<file path="config.mk">
export PLATFORM = sky130hd
export DESIGN_NAME = vgpd_graphics_core
export DESIGN_NICKNAME = d
export VERILOG_FILES = /design/src/vgpd_pkg.sv /design/src/vgpd_plane_alu.sv /design/src/vgpd_graphics_core.sv
export SDC_FILE = /design/constraint.sdc
export NUM_CORES = 1
export LEC_CHECK = 0
export BUFFER_PORTS_ARGS = -buffer_cell sky130_fd_sc_hd__clkbuf_2
export CORE_MARGIN = 2
export CORE_UTILIZATION = 52
export DETAILED_ROUTE_END_ITERATION = 7
export GPL_ROUTABILITY_DRIVEN = 0
export GPL_TIMING_DRIVEN = 0
export MAX_ROUTING_LAYER = met4
export PLACE_DENSITY = 0.78
export RECOVER_POWER = 50
export SLEW_MARGIN = 20
export SYNTH_ARGS = -nofsm -noshare
export SYNTH_HDL_FRONTEND = slang
export SYNTH_SLANG_ARGS = --single-unit
</file>
<file path="constraint.sdc">
create_clock -name core_clk -period 3 [get_ports core_clk]
set_input_delay 0.3 -clock core_clk [delete_from_list [all_inputs] [get_ports core_clk]]
set_output_delay 0.3 -clock core_clk [all_outputs]
set_load 0.1 [all_outputs]
</file>
<file path="src/vgpd_pkg.sv">
// Constants and types for the graphics plane datapath
`default_nettype none

package vgpd_pkg;

  // ==========================================================================
  // Host register ports and indices
  localparam logic [15:0] VGPD_INDEX_PORT = 16'h03CE;
  localparam logic [15:0] VGPD_DATA_PORT = 16'h03CF;
  localparam logic [3:0] IDX_FILL_VALUE = 4'h0;
  localparam logic [3:0] IDX_FILL_ENABLE = 4'h1;
  localparam logic [3:0] IDX_COMPARE_COLOR = 4'h2;
  localparam logic [3:0] IDX_ROTATE_LOGIC = 4'h3;
  localparam logic [3:0] IDX_READ_PLANE = 4'h4;
  localparam logic [3:0] IDX_MODE_CONTROL = 4'h5;
  localparam logic [3:0] IDX_WINDOW_CONTROL = 4'h6;
  localparam logic [3:0] IDX_COMPARE_ENABLE = 4'h7;
  localparam logic [3:0] IDX_PIXEL_MASK = 4'h8;

  // ==========================================================================
  // Field positions
  localparam int ROT_CNT_LSB = 0;
  localparam int ROT_FUNC_LSB = 3;
  localparam int MODE_WM_LSB = 0;
  localparam int MODE_RM_BIT = 3;
  localparam int MODE_OE_BIT = 4;
  localparam int MODE_SR_BIT = 5;
  localparam int MODE_PAL_BIT = 6;
  localparam int MISC_GM_BIT = 0;
  localparam int MISC_COE_BIT = 1;
  localparam int MISC_MAP_LSB = 2;
  localparam int CHAIN_SUB_LO = 14;
  localparam int CHAIN_SUB_HI = 16;

  // ==========================================================================
  // Widths and reset values
  localparam int HOST_AW = 20;
  localparam int BUF_AW = 17;
  localparam logic [3:0] NIBBLE_ZERO = 4'h0;
  localparam logic [7:0] BYTE_ZERO = 8'h00;
  localparam logic [7:0] BYTE_ONES = 8'hFF;
  localparam logic [3:0] PAIR_EVEN = 4'h5;
  localparam logic [3:0] PAIR_ODD = 4'hA;

  // ==========================================================================
  // Host memory windows
  localparam logic [HOST_AW-1:0] WIN_BASE_A0 = 20'hA0000;
  localparam logic [HOST_AW-1:0] WIN_BASE_B0 = 20'hB0000;
  localparam logic [HOST_AW-1:0] WIN_BASE_B8 = 20'hB8000;
  localparam logic [HOST_AW-1:0] WIN_MASK_128K = 20'hE0000;
  localparam logic [HOST_AW-1:0] WIN_MASK_64K = 20'hF0000;
  localparam logic [HOST_AW-1:0] WIN_MASK_32K = 20'hF8000;

  // ==========================================================================
  // Types
  typedef enum logic [1:0] {
    WMODE_ALU = 2'b00,
    WMODE_LATCH = 2'b01,
    WMODE_SPREAD = 2'b10,
    WMODE_FILL = 2'b11
  } vgpd_wmode_t;

  typedef enum logic [1:0] {
    FUNC_PASS = 2'b00,
    FUNC_AND = 2'b01,
    FUNC_OR = 2'b10,
    FUNC_XOR = 2'b11
  } vgpd_func_t;

  typedef enum logic [1:0] {
    MAP_128K_A0 = 2'b00,
    MAP_64K_A0 = 2'b01,
    MAP_32K_B0 = 2'b10,
    MAP_32K_B8 = 2'b11
  } vgpd_map_t;

  typedef enum logic [1:0] {
    ST_IDLE = 2'b00,
    ST_RD_WAIT = 2'b01,
    ST_RD_DONE = 2'b11
  } vgpd_state_t;

  typedef logic [3:0][7:0] vgpd_planes_t;

  typedef struct packed {
    logic full_palette_shift;
    logic legacy_shift_packing;
    logic odd_even_mode;
    logic chain_pairs;
    logic graphics_display_select;
  } vgpd_video_cfg_t;

endpackage : vgpd_pkg

`default_nettype wire

</file>
<file path="src/vgpd_plane_alu.sv">
// Per-plane write path: source select, logic function and pixel mask
`default_nettype none

module vgpd_plane_alu
  import vgpd_pkg::*;
(
  input wire vgpd_wmode_t mode,
  input wire vgpd_func_t func,
  input wire logic fill_bit,
  input wire logic fill_en,
  input wire logic host_bit,
  input wire logic [7:0] rotated,
  input wire logic [7:0] latch,
  input wire logic [7:0] pixel_mask,
  output logic [7:0] result
);

  logic [7:0] src;
  logic [7:0] combined;
  logic [7:0] mask;

  always_comb begin
    src = rotated;
    mask = pixel_mask;
    unique case (mode)
      WMODE_ALU: src = fill_en ? {8{fill_bit}} : rotated;
      WMODE_LATCH: mask = BYTE_ZERO;
      WMODE_SPREAD: src = {8{host_bit}};
      WMODE_FILL: begin
        src = {8{fill_bit}};
        mask = rotated & pixel_mask;
      end
    endcase
  end

  always_comb begin
    unique case (func)
      FUNC_PASS: combined = src;
      FUNC_AND: combined = src & latch;
      FUNC_OR: combined = src | latch;
      FUNC_XOR: combined = src ^ latch;
    endcase
  end

  // Cleared mask bits keep the latched pixel
  assign result = (combined & mask) | (latch & ~mask);

endmodule : vgpd_plane_alu

`default_nettype wire

</file>
<file path="src/vgpd_graphics_core.sv">
// Graphics controller plane datapath with indexed host registers
// ============================================================================
// Behaviour
// - Data port accesses register chosen by index
// - Fill bits feed planes in modes 0, 3
// - Mode 0 enable picks fill or host data
// - Read mode 1 returns eight-pixel colour match
// - Compare enable bits include planes in compare
// - Function: pass, AND, OR, XOR with latches
// - Host data rotated right before fill substitution
// - Read mode 0 returns selected plane byte
// - Mode bit 6 selects 256-colour shift arrangement
// - Mode bit 5 selects CGA shift packing
// - Mode bit 4 selects even/odd addressing
// - Mode bit 3 selects plane or compare read
// - Mode 0: source, function, then pixel mask
// - Mode 1 writes latches unchanged
// - Mode 2 masks host data into planes
// - Mode 3 fills all; mask is rotated data AND pixel mask
// - Memory map field decodes one host window
// - Chaining: A0 picks pair, A14/A16 substitutes
// - Misc bit 0 selects text or graphics
// - Mask bit set lets pixel change
// - Index port selects registers 0 to 8
`default_nettype none

module vgpd_graphics_core
  import vgpd_pkg::*;
(
  input wire logic core_clk,
  input wire logic rst_n,
  input wire logic [15:0] io_addr,
  input wire logic io_wr,
  input wire logic io_rd,
  input wire logic [7:0] io_wdata,
  output logic [7:0] io_rdata,
  input wire logic [HOST_AW-1:0] mem_addr,
  input wire logic mem_wr,
  input wire logic mem_rd,
  input wire logic [7:0] mem_wdata,
  output logic mem_ready,
  output logic mem_hit,
  output logic [7:0] mem_rdata,
  output logic mem_rvalid,
  input wire logic [3:0] sequencer_plane_mask,
  output logic [BUF_AW-1:0] plane_addr,
  output logic plane_rd,
  output logic [3:0] plane_we,
  output vgpd_planes_t plane_wdata,
  input wire vgpd_planes_t plane_rdata,
  output vgpd_video_cfg_t video_cfg
);

  // ==========================================================================
  // Helper functions
  function automatic logic [7:0] rotate_right(input logic [7:0] d, input logic [2:0] n);
    logic [15:0] twice;
    twice = {d, d} >> n;
    return twice[7:0];
  endfunction : rotate_right

  function automatic logic [HOST_AW-1:0] window_base(input vgpd_map_t m);
    logic [HOST_AW-1:0] b;
    unique case (m)
      MAP_128K_A0: b = WIN_BASE_A0;
      MAP_64K_A0: b = WIN_BASE_A0;
      MAP_32K_B0: b = WIN_BASE_B0;
      MAP_32K_B8: b = WIN_BASE_B8;
    endcase
    return b;
  endfunction : window_base

  function automatic logic [HOST_AW-1:0] window_mask(input vgpd_map_t m);
    logic [HOST_AW-1:0] k;
    unique case (m)
      MAP_128K_A0: k = WIN_MASK_128K;
      MAP_64K_A0: k = WIN_MASK_64K;
      MAP_32K_B0: k = WIN_MASK_32K;
      MAP_32K_B8: k = WIN_MASK_32K;
    endcase
    return k;
  endfunction : window_mask

  // ==========================================================================
  // Register storage
  logic [3:0] plane_logic_index_port;
  logic [3:0] plane_fill_value;
  logic [3:0] plane_fill_enable;
  logic [3:0] compare_color_value;
  logic [2:0] rotate_count;
  vgpd_func_t logic_func;
  logic [1:0] plane_to_read;
  logic full_palette_shift;
  logic legacy_shift_packing;
  logic odd_even_mode;
  logic read_path_select;
  vgpd_wmode_t write_path_select;
  vgpd_map_t memory_map;
  logic chain_pairs;
  logic graphics_display_select;
  logic [3:0] compare_plane_enable;
  logic [7:0] pixel_write_mask;

  logic index_wr;
  logic data_wr;
  logic data_rd;
  logic index_rd;

  assign index_wr = io_wr && (io_addr == VGPD_INDEX_PORT);
  assign data_wr = io_wr && (io_addr == VGPD_DATA_PORT);
  assign index_rd = io_rd && (io_addr == VGPD_INDEX_PORT);
  assign data_rd = io_rd && (io_addr == VGPD_DATA_PORT);

  // ==========================================================================
  // Index register
  always_ff @(posedge core_clk or negedge rst_n) begin
    if (!rst_n) begin
      plane_logic_index_port <= NIBBLE_ZERO;
    end else if (index_wr) begin
      plane_logic_index_port <= io_wdata[3:0];
    end
  end

  // ==========================================================================
  // Indexed register writes
  always_ff @(posedge core_clk or negedge rst_n) begin
    if (!rst_n) begin
      plane_fill_value <= NIBBLE_ZERO;
      plane_fill_enable <= NIBBLE_ZERO;
      compare_color_value <= NIBBLE_ZERO;
      compare_plane_enable <= NIBBLE_ZERO;
    end else if (data_wr) begin
      unique case (plane_logic_index_port)
        IDX_FILL_VALUE: plane_fill_value <= io_wdata[3:0];
        IDX_FILL_ENABLE: plane_fill_enable <= io_wdata[3:0];
        IDX_COMPARE_COLOR: compare_color_value <= io_wdata[3:0];
        IDX_COMPARE_ENABLE: compare_plane_enable <= io_wdata[3:0];
        default: begin
        end
      endcase
    end
  end

  always_ff @(posedge core_clk or negedge rst_n) begin
    if (!rst_n) begin
      rotate_count <= 3'h0;
      logic_func <= FUNC_PASS;
      plane_to_read <= 2'h0;
      pixel_write_mask <= BYTE_ZERO;
    end else if (data_wr) begin
      unique case (plane_logic_index_port)
        IDX_ROTATE_LOGIC: begin
          rotate_count <= io_wdata[ROT_CNT_LSB +: 3];
          logic_func <= vgpd_func_t'(io_wdata[ROT_FUNC_LSB +: 2]);
        end
        IDX_READ_PLANE: plane_to_read <= io_wdata[1:0];
        IDX_PIXEL_MASK: pixel_write_mask <= io_wdata;
        default: begin
        end
      endcase
    end
  end

  always_ff @(posedge core_clk or negedge rst_n) begin
    if (!rst_n) begin
      full_palette_shift <= 1'b0;
      legacy_shift_packing <= 1'b0;
      odd_even_mode <= 1'b0;
      read_path_select <= 1'b0;
      write_path_select <= WMODE_ALU;
    end else if (data_wr && (plane_logic_index_port == IDX_MODE_CONTROL)) begin
      full_palette_shift <= io_wdata[MODE_PAL_BIT];
      legacy_shift_packing <= io_wdata[MODE_SR_BIT];
      odd_even_mode <= io_wdata[MODE_OE_BIT];
      read_path_select <= io_wdata[MODE_RM_BIT];
      write_path_select <= vgpd_wmode_t'(io_wdata[MODE_WM_LSB +: 2]);
    end
  end

  always_ff @(posedge core_clk or negedge rst_n) begin
    if (!rst_n) begin
      memory_map <= MAP_128K_A0;
      chain_pairs <= 1'b0;
      graphics_display_select <= 1'b0;
    end else if (data_wr && (plane_logic_index_port == IDX_WINDOW_CONTROL)) begin
      memory_map <= vgpd_map_t'(io_wdata[MISC_MAP_LSB +: 2]);
      chain_pairs <= io_wdata[MISC_COE_BIT];
      graphics_display_select <= io_wdata[MISC_GM_BIT];
    end
  end

  // ==========================================================================
  // Register read-back, reserved bits as zero
  always_ff @(posedge core_clk or negedge rst_n) begin
    if (!rst_n) begin
      io_rdata <= BYTE_ZERO;
    end else if (index_rd) begin
      io_rdata <= {NIBBLE_ZERO, plane_logic_index_port};
    end else if (data_rd) begin
      io_rdata <= BYTE_ZERO;
      unique case (plane_logic_index_port)
        IDX_FILL_VALUE: io_rdata[3:0] <= plane_fill_value;
        IDX_FILL_ENABLE: io_rdata[3:0] <= plane_fill_enable;
        IDX_COMPARE_COLOR: io_rdata[3:0] <= compare_color_value;
        IDX_ROTATE_LOGIC: begin
          io_rdata[ROT_CNT_LSB +: 3] <= rotate_count;
          io_rdata[ROT_FUNC_LSB +: 2] <= logic_func;
        end
        IDX_READ_PLANE: io_rdata[1:0] <= plane_to_read;
        IDX_MODE_CONTROL: begin
          io_rdata[MODE_PAL_BIT] <= full_palette_shift;
          io_rdata[MODE_SR_BIT] <= legacy_shift_packing;
          io_rdata[MODE_OE_BIT] <= odd_even_mode;
          io_rdata[MODE_RM_BIT] <= read_path_select;
          io_rdata[MODE_WM_LSB +: 2] <= write_path_select;
        end
        IDX_WINDOW_CONTROL: begin
          io_rdata[MISC_MAP_LSB +: 2] <= memory_map;
          io_rdata[MISC_COE_BIT] <= chain_pairs;
          io_rdata[MISC_GM_BIT] <= graphics_display_select;
        end
        IDX_COMPARE_ENABLE: io_rdata[3:0] <= compare_plane_enable;
        IDX_PIXEL_MASK: io_rdata <= pixel_write_mask;
        default: begin
        end
      endcase
    end
  end

  // ==========================================================================
  // Video shifter configuration
  always_comb begin
    video_cfg.full_palette_shift = full_palette_shift;
    video_cfg.legacy_shift_packing = legacy_shift_packing;
    video_cfg.odd_even_mode = odd_even_mode;
    video_cfg.chain_pairs = chain_pairs;
    video_cfg.graphics_display_select = graphics_display_select;
  end

  // ==========================================================================
  // Host window decode and address chaining
  logic [HOST_AW-1:0] win_offset;
  logic [BUF_AW-1:0] next_buf_addr;
  logic [3:0] pair_planes;

  assign mem_hit = (mem_addr & window_mask(memory_map)) == window_base(memory_map);
  assign win_offset = mem_addr & ~window_mask(memory_map);

  always_comb begin
    next_buf_addr = win_offset[BUF_AW-1:0];
    pair_planes = BYTE_ONES[3:0];
    if (chain_pairs) begin
      pair_planes = mem_addr[0] ? PAIR_ODD : PAIR_EVEN;
      if ((memory_map == MAP_128K_A0) || (memory_map == MAP_32K_B0)) begin
        next_buf_addr[0] = mem_addr[CHAIN_SUB_LO];
      end else begin
        next_buf_addr[0] = mem_addr[CHAIN_SUB_HI];
      end
    end else if (odd_even_mode) begin
      pair_planes = mem_addr[0] ? PAIR_ODD : PAIR_EVEN;
    end
  end

  // ==========================================================================
  // Access sequencer
  vgpd_state_t state;
  vgpd_state_t next_state;
  logic rd_take;
  logic wr_take;
  logic rd_odd;

  assign mem_ready = (state == ST_IDLE);
  assign rd_take = mem_ready && mem_rd && mem_hit;
  assign wr_take = mem_ready && mem_wr && !mem_rd && mem_hit;

  always_comb begin
    next_state = state;
    unique case (state)
      ST_IDLE: if (rd_take) next_state = ST_RD_WAIT;
      ST_RD_WAIT: next_state = ST_RD_DONE;
      ST_RD_DONE: next_state = ST_IDLE;
      default: next_state = ST_IDLE;
    endcase
  end

  always_ff @(posedge core_clk or negedge rst_n) begin
    if (!rst_n) begin
      state <= ST_IDLE;
    end else begin
      state <= next_state;
    end
  end

  always_ff @(posedge core_clk or negedge rst_n) begin
    if (!rst_n) begin
      plane_addr <= {BUF_AW{1'b0}};
      plane_rd <= 1'b0;
      rd_odd <= 1'b0;
    end else begin
      plane_rd <= rd_take;
      if (rd_take || wr_take) begin
        plane_addr <= next_buf_addr;
        rd_odd <= mem_addr[0];
      end
    end
  end

  // ==========================================================================
  // Processor latches and read result
  vgpd_planes_t proc_latch;
  logic [7:0] compare_result;
  logic [1:0] read_plane;

  always_ff @(posedge core_clk or negedge rst_n) begin
    if (!rst_n) begin
      proc_latch <= '0;
    end else if (state == ST_RD_WAIT) begin
      proc_latch <= plane_rdata;
    end
  end

  // A pixel matches when every enabled plane agrees with its colour bit
  always_comb begin
    for (int b = 0; b < 8; b++) begin
      compare_result[b] = 1'b1;
      for (int p = 0; p < 4; p++) begin
        if (compare_plane_enable[p] && (plane_rdata[p][b] != compare_color_value[p])) begin
          compare_result[b] = 1'b0;
        end
      end
    end
  end

  always_comb begin
    read_plane = plane_to_read;
    if (chain_pairs || odd_even_mode) begin
      read_plane = {plane_to_read[1], rd_odd};
    end
  end

  always_ff @(posedge core_clk or negedge rst_n) begin
    if (!rst_n) begin
      mem_rdata <= BYTE_ZERO;
      mem_rvalid <= 1'b0;
    end else begin
      mem_rvalid <= (state == ST_RD_WAIT);
      if (state == ST_RD_WAIT) begin
        mem_rdata <= read_path_select ? compare_result : plane_rdata[read_plane];
      end
    end
  end

  // ==========================================================================
  // Write datapath
  logic [7:0] rotated;
  vgpd_planes_t next_wdata;

  assign rotated = rotate_right(mem_wdata, rotate_count);

  for (genvar p = 0; p < 4; p++) begin : g_plane
    vgpd_plane_alu u_alu (
      .mode(write_path_select),
      .func(logic_func),
      .fill_bit(plane_fill_value[p]),
      .fill_en(plane_fill_enable[p]),
      .host_bit(mem_wdata[p]),
      .rotated(rotated),
      .latch(proc_latch[p]),
      .pixel_mask(pixel_write_mask),
      .result(next_wdata[p])
    );
  end

  always_ff @(posedge core_clk or negedge rst_n) begin
    if (!rst_n) begin
      plane_we <= NIBBLE_ZERO;
      plane_wdata <= '0;
    end else begin
      plane_we <= wr_take ? (sequencer_plane_mask & pair_planes) : NIBBLE_ZERO;
      if (wr_take) begin
        plane_wdata <= next_wdata;
      end
    end
  end

endmodule : vgpd_graphics_core

`default_nettype wire

</file>
==> results of run 1 <==
==> power breakdown <==
group | total [mW] | leakage (nW) | internal [mW] | switching [mW]
clock network | 2.07 | 0.263 | 1.18 | 0.887
registers | 3.19 | 1.95 | 2.65 | 0.537
logic | 5.29 | 3.19 | 1.11 | 4.18
==> worst reg2reg max path: stages (launching register included) <==
cell and delay, ps:
dfrtp_1 370, buf_6 150, mux4_2 520, mux2_4 340
nor2_1 120, o21ai_0 90, ha_1 310, mux2_2 270
a22oi_1 150, o21ai_0 170, o2111ai_2 320, o211ai_1 140
==> cell usage after synthesis (all sizes together), types with 16 or more instances <==
cell type  instances
o21ai             89
a22oi             28
a21oi             29
dfrtp            151
ha                32
nand3             21
a211oi            16
mux4              17
mux2i             51
mux2              93
o211ai            20
buf               28
inv               31
nor2              53
xor2              32
clkbuf            52
nand2            162
==> layer usage <==
layer  routed length [µm]  GRT usage  part of all wire  vias to the layer above
met4                 2043     0.1687             0.058                        0
met1                13620     0.4533              0.39                     4858
met2                15010     0.4960              0.43                      816
met3                 4313    0.08464              0.12                      198
met5                    0          -                 0                        -
li1                     -          -                 -                     4382
==> final cells by class <==
class	instances	area share
flip-flops and latches	151	0.3094
inverters	31	0.009527
clock inverters	10	0.007888
clock buffers	22	0.03800
repair buffers	189	0.07929
diodes	1	0.0002049
plain buffers	79	0.02889
multi-input cells	808	0.4997
well taps	265	0.02715
==> timing repair <==
| action | 4_1_cts | 5_1_grt |
|---|---|---|
| hold buffers | 1 | 0 |
| hold endpoints to repair | 61 | 0 |
| pin swaps | 1 | 36 |
| cloned | 0 | 2 |
| setup buffers | 3 | 13 |
| resized for setup | 24 | 62 |
| endpoints found under the setup margin | 31 | 31 |
==> cell families (layout without fill, tap and decap cells) <==
kind of cell	count (synthesis)	after routing	share of synthesized area
XOR/XNOR	32	32	0.02763
other	0	1	0
AND/OR/NAND/NOR	302	302	0.1348
adder cells (fa/ha/maj)	32	32	0.03947
flip-flops	151	151	0.3725
multiplexers	161	162	0.1913
AO/OA/AOI/OAI	280	280	0.1902
buffers and inverters	111	331	0.04404
==> path summary, 6_finish.rpt <==
check / from / end / slack [ps] / depth (start not counted)
min in group asynchronous: rst_n / plane_addr[0] / 760 / 2
worst min register to register: io_rdata[3] / io_rdata[3] / 480 / 2
worst min-delay path: mem_addr[5] / plane_addr[5] / 90 / 2
worst max-delay path: rotate_count[1] / plane_wdata[1] / -80 / 11
worst max register to register: rotate_count[1] / plane_wdata[1] / -80 / 11
max in group asynchronous: rst_n / plane_wdata[2] / 720 / 3
==> stage by stage <==
stage	std cells	power (mW)	area (µm²)
floorplan	1069	7.210	10140
global placement	1504	8.220	11330
detailed placement	1505	8.351	11370
CTS	1541	10.44	12020
global route	1555	10.96	12210
finish	1556	10.55	12210
==> registers in the layout (all words and copies together) (netlist names), 4 cells and up <==
signal	flops
compare_color_value	4
compare_plane_enable	4
io_rdata	8
mem_rdata	8
pixel_write_mask	8
plane_addr	17
plane_fill_enable	4
plane_fill_value	4
plane_logic_index_port	4
plane_wdata	32
plane_we	4
proc_latch	32
==> qor.txt, run 1 <==
status: finished with violations
violated checks: design-rule violations, max-capacitance violations, max-slew violations, negative setup slack
final setup margin: -77.32 ps
dpl hpwl: 25.15 mm
core area: 19270 µm²
Crit path top cell by count: o21ai_0
count of flip-flops with a built-in enable after synthesis: 0
RSZ-0062 raised after global routing: yes
vias per cell: 6.590
pin count of the biggest net entering global routing: 91
largest buffer count on any clock path: 2
Die ar.: 20640 µm²
Final setup viols: 3
leakage: 5.405 nW
gr usage total: 0.3436
CP endpoint kind: register
Die H: 143.7 µm
# port buffers: 170
Max transition margin: -0.01810
cell family with most CP delay: multiplexers
Root Driver: clkbuf_16
critical path class: reg -> reg
final wirelength: 34.99 mm
endpoints failing hold: 0
first-pass GRT wire length: 52.10 mm
Worst-Margin Slew: 1527 ps
Power Density: 863.5 nW/µm²
FP Rows: 51
Area growth syn-to-layout: 20.41%
routed length per instance: 22.49 µm
Starting Density: 0.5264
nets: 1403
worst path arrival time: 3380 ps
num ports: 172
Seq/Total Area, Yosys: 0.3725
post-layout min period: 3077 ps
hold_ws: 85.58 ps
Detail Route Antenna Nets: 0
area occupied by multi-input gates: 6103 µm²
Crit path buffers/inverters: 1
H-tree lvl count: 4
fmax: 325.0 MHz
max-slew violations: 63
DR iter-0 viols: 1659
CP max FO: 8
antenna violations before repair: 0
vias in the first global route: 9464
worst skew pair latency: 440 ps
maxcap violations: 1
Worst EP required: 3300 ps
Finished Core Util: 0.6338
CTS Buf Count: 17
synthesized area: 10140 µm²
Ys Warns: 0
Avg Cell Area, Syn: 9.489 µm²
Register Area: 3779 µm²
fraction of registers with async set/reset: 1.000
Post-Place Worst Slack: -278.2 ps
Yosys reg bits: 151
syn_nets: 1195
Fin Setup TNS: -161.8 ps
die width: 143.7 µm
Remaining DRCs: 116
vias: 10250
VDD IR max: 1.076 mV
Largest stage delay, worst path: 520 ps
share of layout cells above drive strength 1: 0.2791
CTS sink count: 151
Worst Hold Class: in -> reg
fin crit share: 1.026
fill cell count: 1593
Worst Skew: 7.881 ps
GRT overflow: 0
Cell variety after synth: 61
CP cell instances: buf_6 > mux4_2 > mux2_4 > nor2_1 > o21ai_0 > ha_1 > mux2_2 > a22oi_1 > o21ai_0 > o2111ai_2 > o211ai_1
CP max-delay cell: mux4_2
Mapped Cells: 1069
commonest cells after routing, fill and taps aside: nand2_1, clkbuf_2, dfrtp_1
dominant cell type by area after synthesis: dfrtp_1
ys flop type: dfrtp_1
CTS tree: built
crit path launch type: register
commonest non-fill, non-tap cell in the layout: nand2_1
Reg clk slew, reported paths: 60 ps
top cell type's share of synthesized area: 0.3725
DR pass1 iterations: 8
Synth area leaders: dfrtp_1, mux2_2, nand2_1
No activity file was read; power rests on OpenSTA's default activity.
==> inputs of run 2 (changes only) <==
GPL_TIMING_DRIVEN = not set   (was 0)
==> run 2 against run 1 <==
The run ends with max-capacitance violations, max-slew violations, negative setup slack left. Clock skew is 5.0 ps higher. Flip-flop and latch count unchanged. Utilization rose by 0.83 points. Critical path depth stayed put. Clock-buffer cell count down 2. Die area did not move. Total power rose by 0.63%. Hold slack improved by 9.3 ps. Global-route usage decreased by 0.83 points. Critical path type unchanged.
==> qor.txt, run 2 (synthesized netlist as in run 1, its figures left out) <==
Max transition margin: -0.2324 (was -0.01810)
worst skew pair latency: 440 ps (about the same)
CTS Buf Count: 17 (unchanged)
placed insts: 1500 (was 1505)
commonest cells after routing, fill and taps aside: nand2_1, clkbuf_2, dfrtp_1 (unchanged)
die width: 143.7 µm (unchanged)
worst path arrival time: 3310 ps (was 3380 ps)
vias: 9841 (was 10250)
Remaining DRCs: 0 (was 116)
endpoints failing hold: 0 (unchanged)
DP Area: 11600 µm² (was 11370 µm²)
maxcap violations: 1 (unchanged)
Worst-Margin Slew: 1849 ps (was 1527 ps)
hold_ws: 94.91 ps (was 85.58 ps)
critical path class: reg -> reg (unchanged)
final setup margin: -20.87 ps (was -77.32 ps)
post-layout min period: 3021 ps (was 3077 ps)
CTS sink count: 151 (unchanged)
nets: 1391 (was 1403)
DR iter-0 viols: 1377 (was 1659)
Tot Pwr: 10.61 mW (was 10.55 mW)
max-slew violations: 72 (was 63)
DR pass1 iterations: 5 (was 8)
vias in the first global route: 9459 (was 9464)
gr usage total: 0.3353 (was 0.3436)
H-tree lvl count: 4 (unchanged)
Worst EP required: 3290 ps (was 3300 ps)
dpl hpwl: 24.07 mm (was 25.15 mm)
CP max FO: 8 (unchanged)
leakage: 5.595 nW (was 5.405 nW)
Power Density: 857.7 nW/µm² (was 863.5 nW/µm²)
Area growth syn-to-layout: 21.99% (was 20.41%)
Worst Hold Class: in -> reg (unchanged)
crit path launch type: register (unchanged)
Die H: 143.7 µm (unchanged)
routed length per instance: 21.61 µm (was 22.49 µm)
fmax: 331.0 MHz (was 325.0 MHz)
num ports: 172 (unchanged)
Final setup viols: 2 (was 3)
core area: 19270 µm² (unchanged)
critical hold path startpoint: mem_addr[7] (was mem_addr[5])
reg2reg start: rotate_count[1] (unchanged)
commonest non-fill, non-tap cell in the layout: nand2_1 (unchanged)
RSZ-0062 raised after global routing: yes (unchanged)
Detail Route Antenna Nets: 0 (unchanged)
largest buffer count on any clock path: 2 (unchanged)
CP endpoint kind: register (unchanged)
FP Rows: 51 (unchanged)
antenna violations before repair: 1 (was 0)
# port buffers: 171 (was 170)
violated checks: max-capacitance violations, max-slew violations, negative setup slack (was design-rule violations, max-capacitance violations, max-slew violations, negative setup slack)
share of layout cells above drive strength 1: 0.3211 (was 0.2791)
top flop regs: plane_wdata (32), proc_latch (32), plane_addr (17) (unchanged)
Die ar.: 20640 µm² (unchanged)
Worst Skew: 12.92 ps (was 7.881 ps)
Post-Place Worst Slack: -61.38 ps (was -278.2 ps)
Root Driver: clkbuf_16 (unchanged)
first-pass GRT wire length: 51.47 mm (was 52.10 mm)
GRT overflow: 0 (unchanged)
CTS tree: built (unchanged)
fin crit share: 1.007 (was 1.026)
Starting Density: 0.5264 (unchanged)
Reg clk slew, reported paths: 70 ps (was 60 ps)
VDD IR max: 1.071 mV (was 1.076 mV)
pin count of the biggest net entering global routing: 102 (was 91)
final wirelength: 33.35 mm (was 34.99 mm)
vias per cell: 6.378 (was 6.590)
non-filler instance count after layout: 1543 (was 1556)
status: finished with violations (unchanged)
Post-Layout Inst Area: 12370 µm² (was 12210 µm²)
Worst Setup SP: rotate_count[1] (unchanged)
## run 2: metrics by stage
step	setup TNS [ps]	util
2_1_floorplan	0	-
5_1_grt	-1537	0.6421
4_1_cts	0	0.6329
3_3_place_gp	0	0.6018
6_report	-24.17	0.6421
3_5_place_dp	-316.6	0.6018
## run 2: worst paths after layout
check	to	slack, ps	depth (start not counted)
worst min register to register	state[0]	490	1
worst min-delay path	plane_addr[7]	90	2
worst max register to register	plane_wdata[20]	-20	11
min in group asynchronous	plane_addr[14]	890	2
worst max-delay path	plane_wdata[20]	-20	11
max in group asynchronous	plane_addr[11]	620	3
## run 2: repair_timing
action	in CTS	in global routing
pin swaps	0	49
buffers inserted	0	10
gates resized for setup	6	61
endpoints found under the hold margin	70	0
setup endpoints to repair	19	29
hold buffers	1	0
## run 2: power breakdown
part           leakage [nW]  switching, mW  internal, mW
clock network         0.282          0.914          1.20
registers              1.95          0.526          2.65
logic                  3.36           4.17          1.16
total                  5.59           5.61          5.01
## run 2: critical path, cell delays in order (launching register included)
cell,delay (ps)
dfrtp_2,430
buf_6,150
mux4_2,540
mux2_4,340
nor2_2,120
o21ai_1,60
ha_1,350
mux2_2,300
a22oi_2,160
o21ai_1,120
o2111ai_2,180
o211ai_1,120
## run 2: layer usage
layer / up-vias / part of all wire / global-route usage
met4: 0 / 0.037 / 0.1326
li1: 4369 / - / -
met3: 106 / 0.11 / 0.07264
met5: - / 0 / -
met2: 650 / 0.46 / 0.5068
met1: 4716 / 0.40 / 0.4425
## run 2: layout make-up
cell class              count  area [µm²]
fillers                  1601        6897
multi-input cells         807        6060
flip-flops and latches    151        3784
repair buffers            257        1510
clock buffers              20       456.7
well taps                 265       331.6
inverters                  31       116.4
clock inverters            11       113.9
diodes                      1       2.502
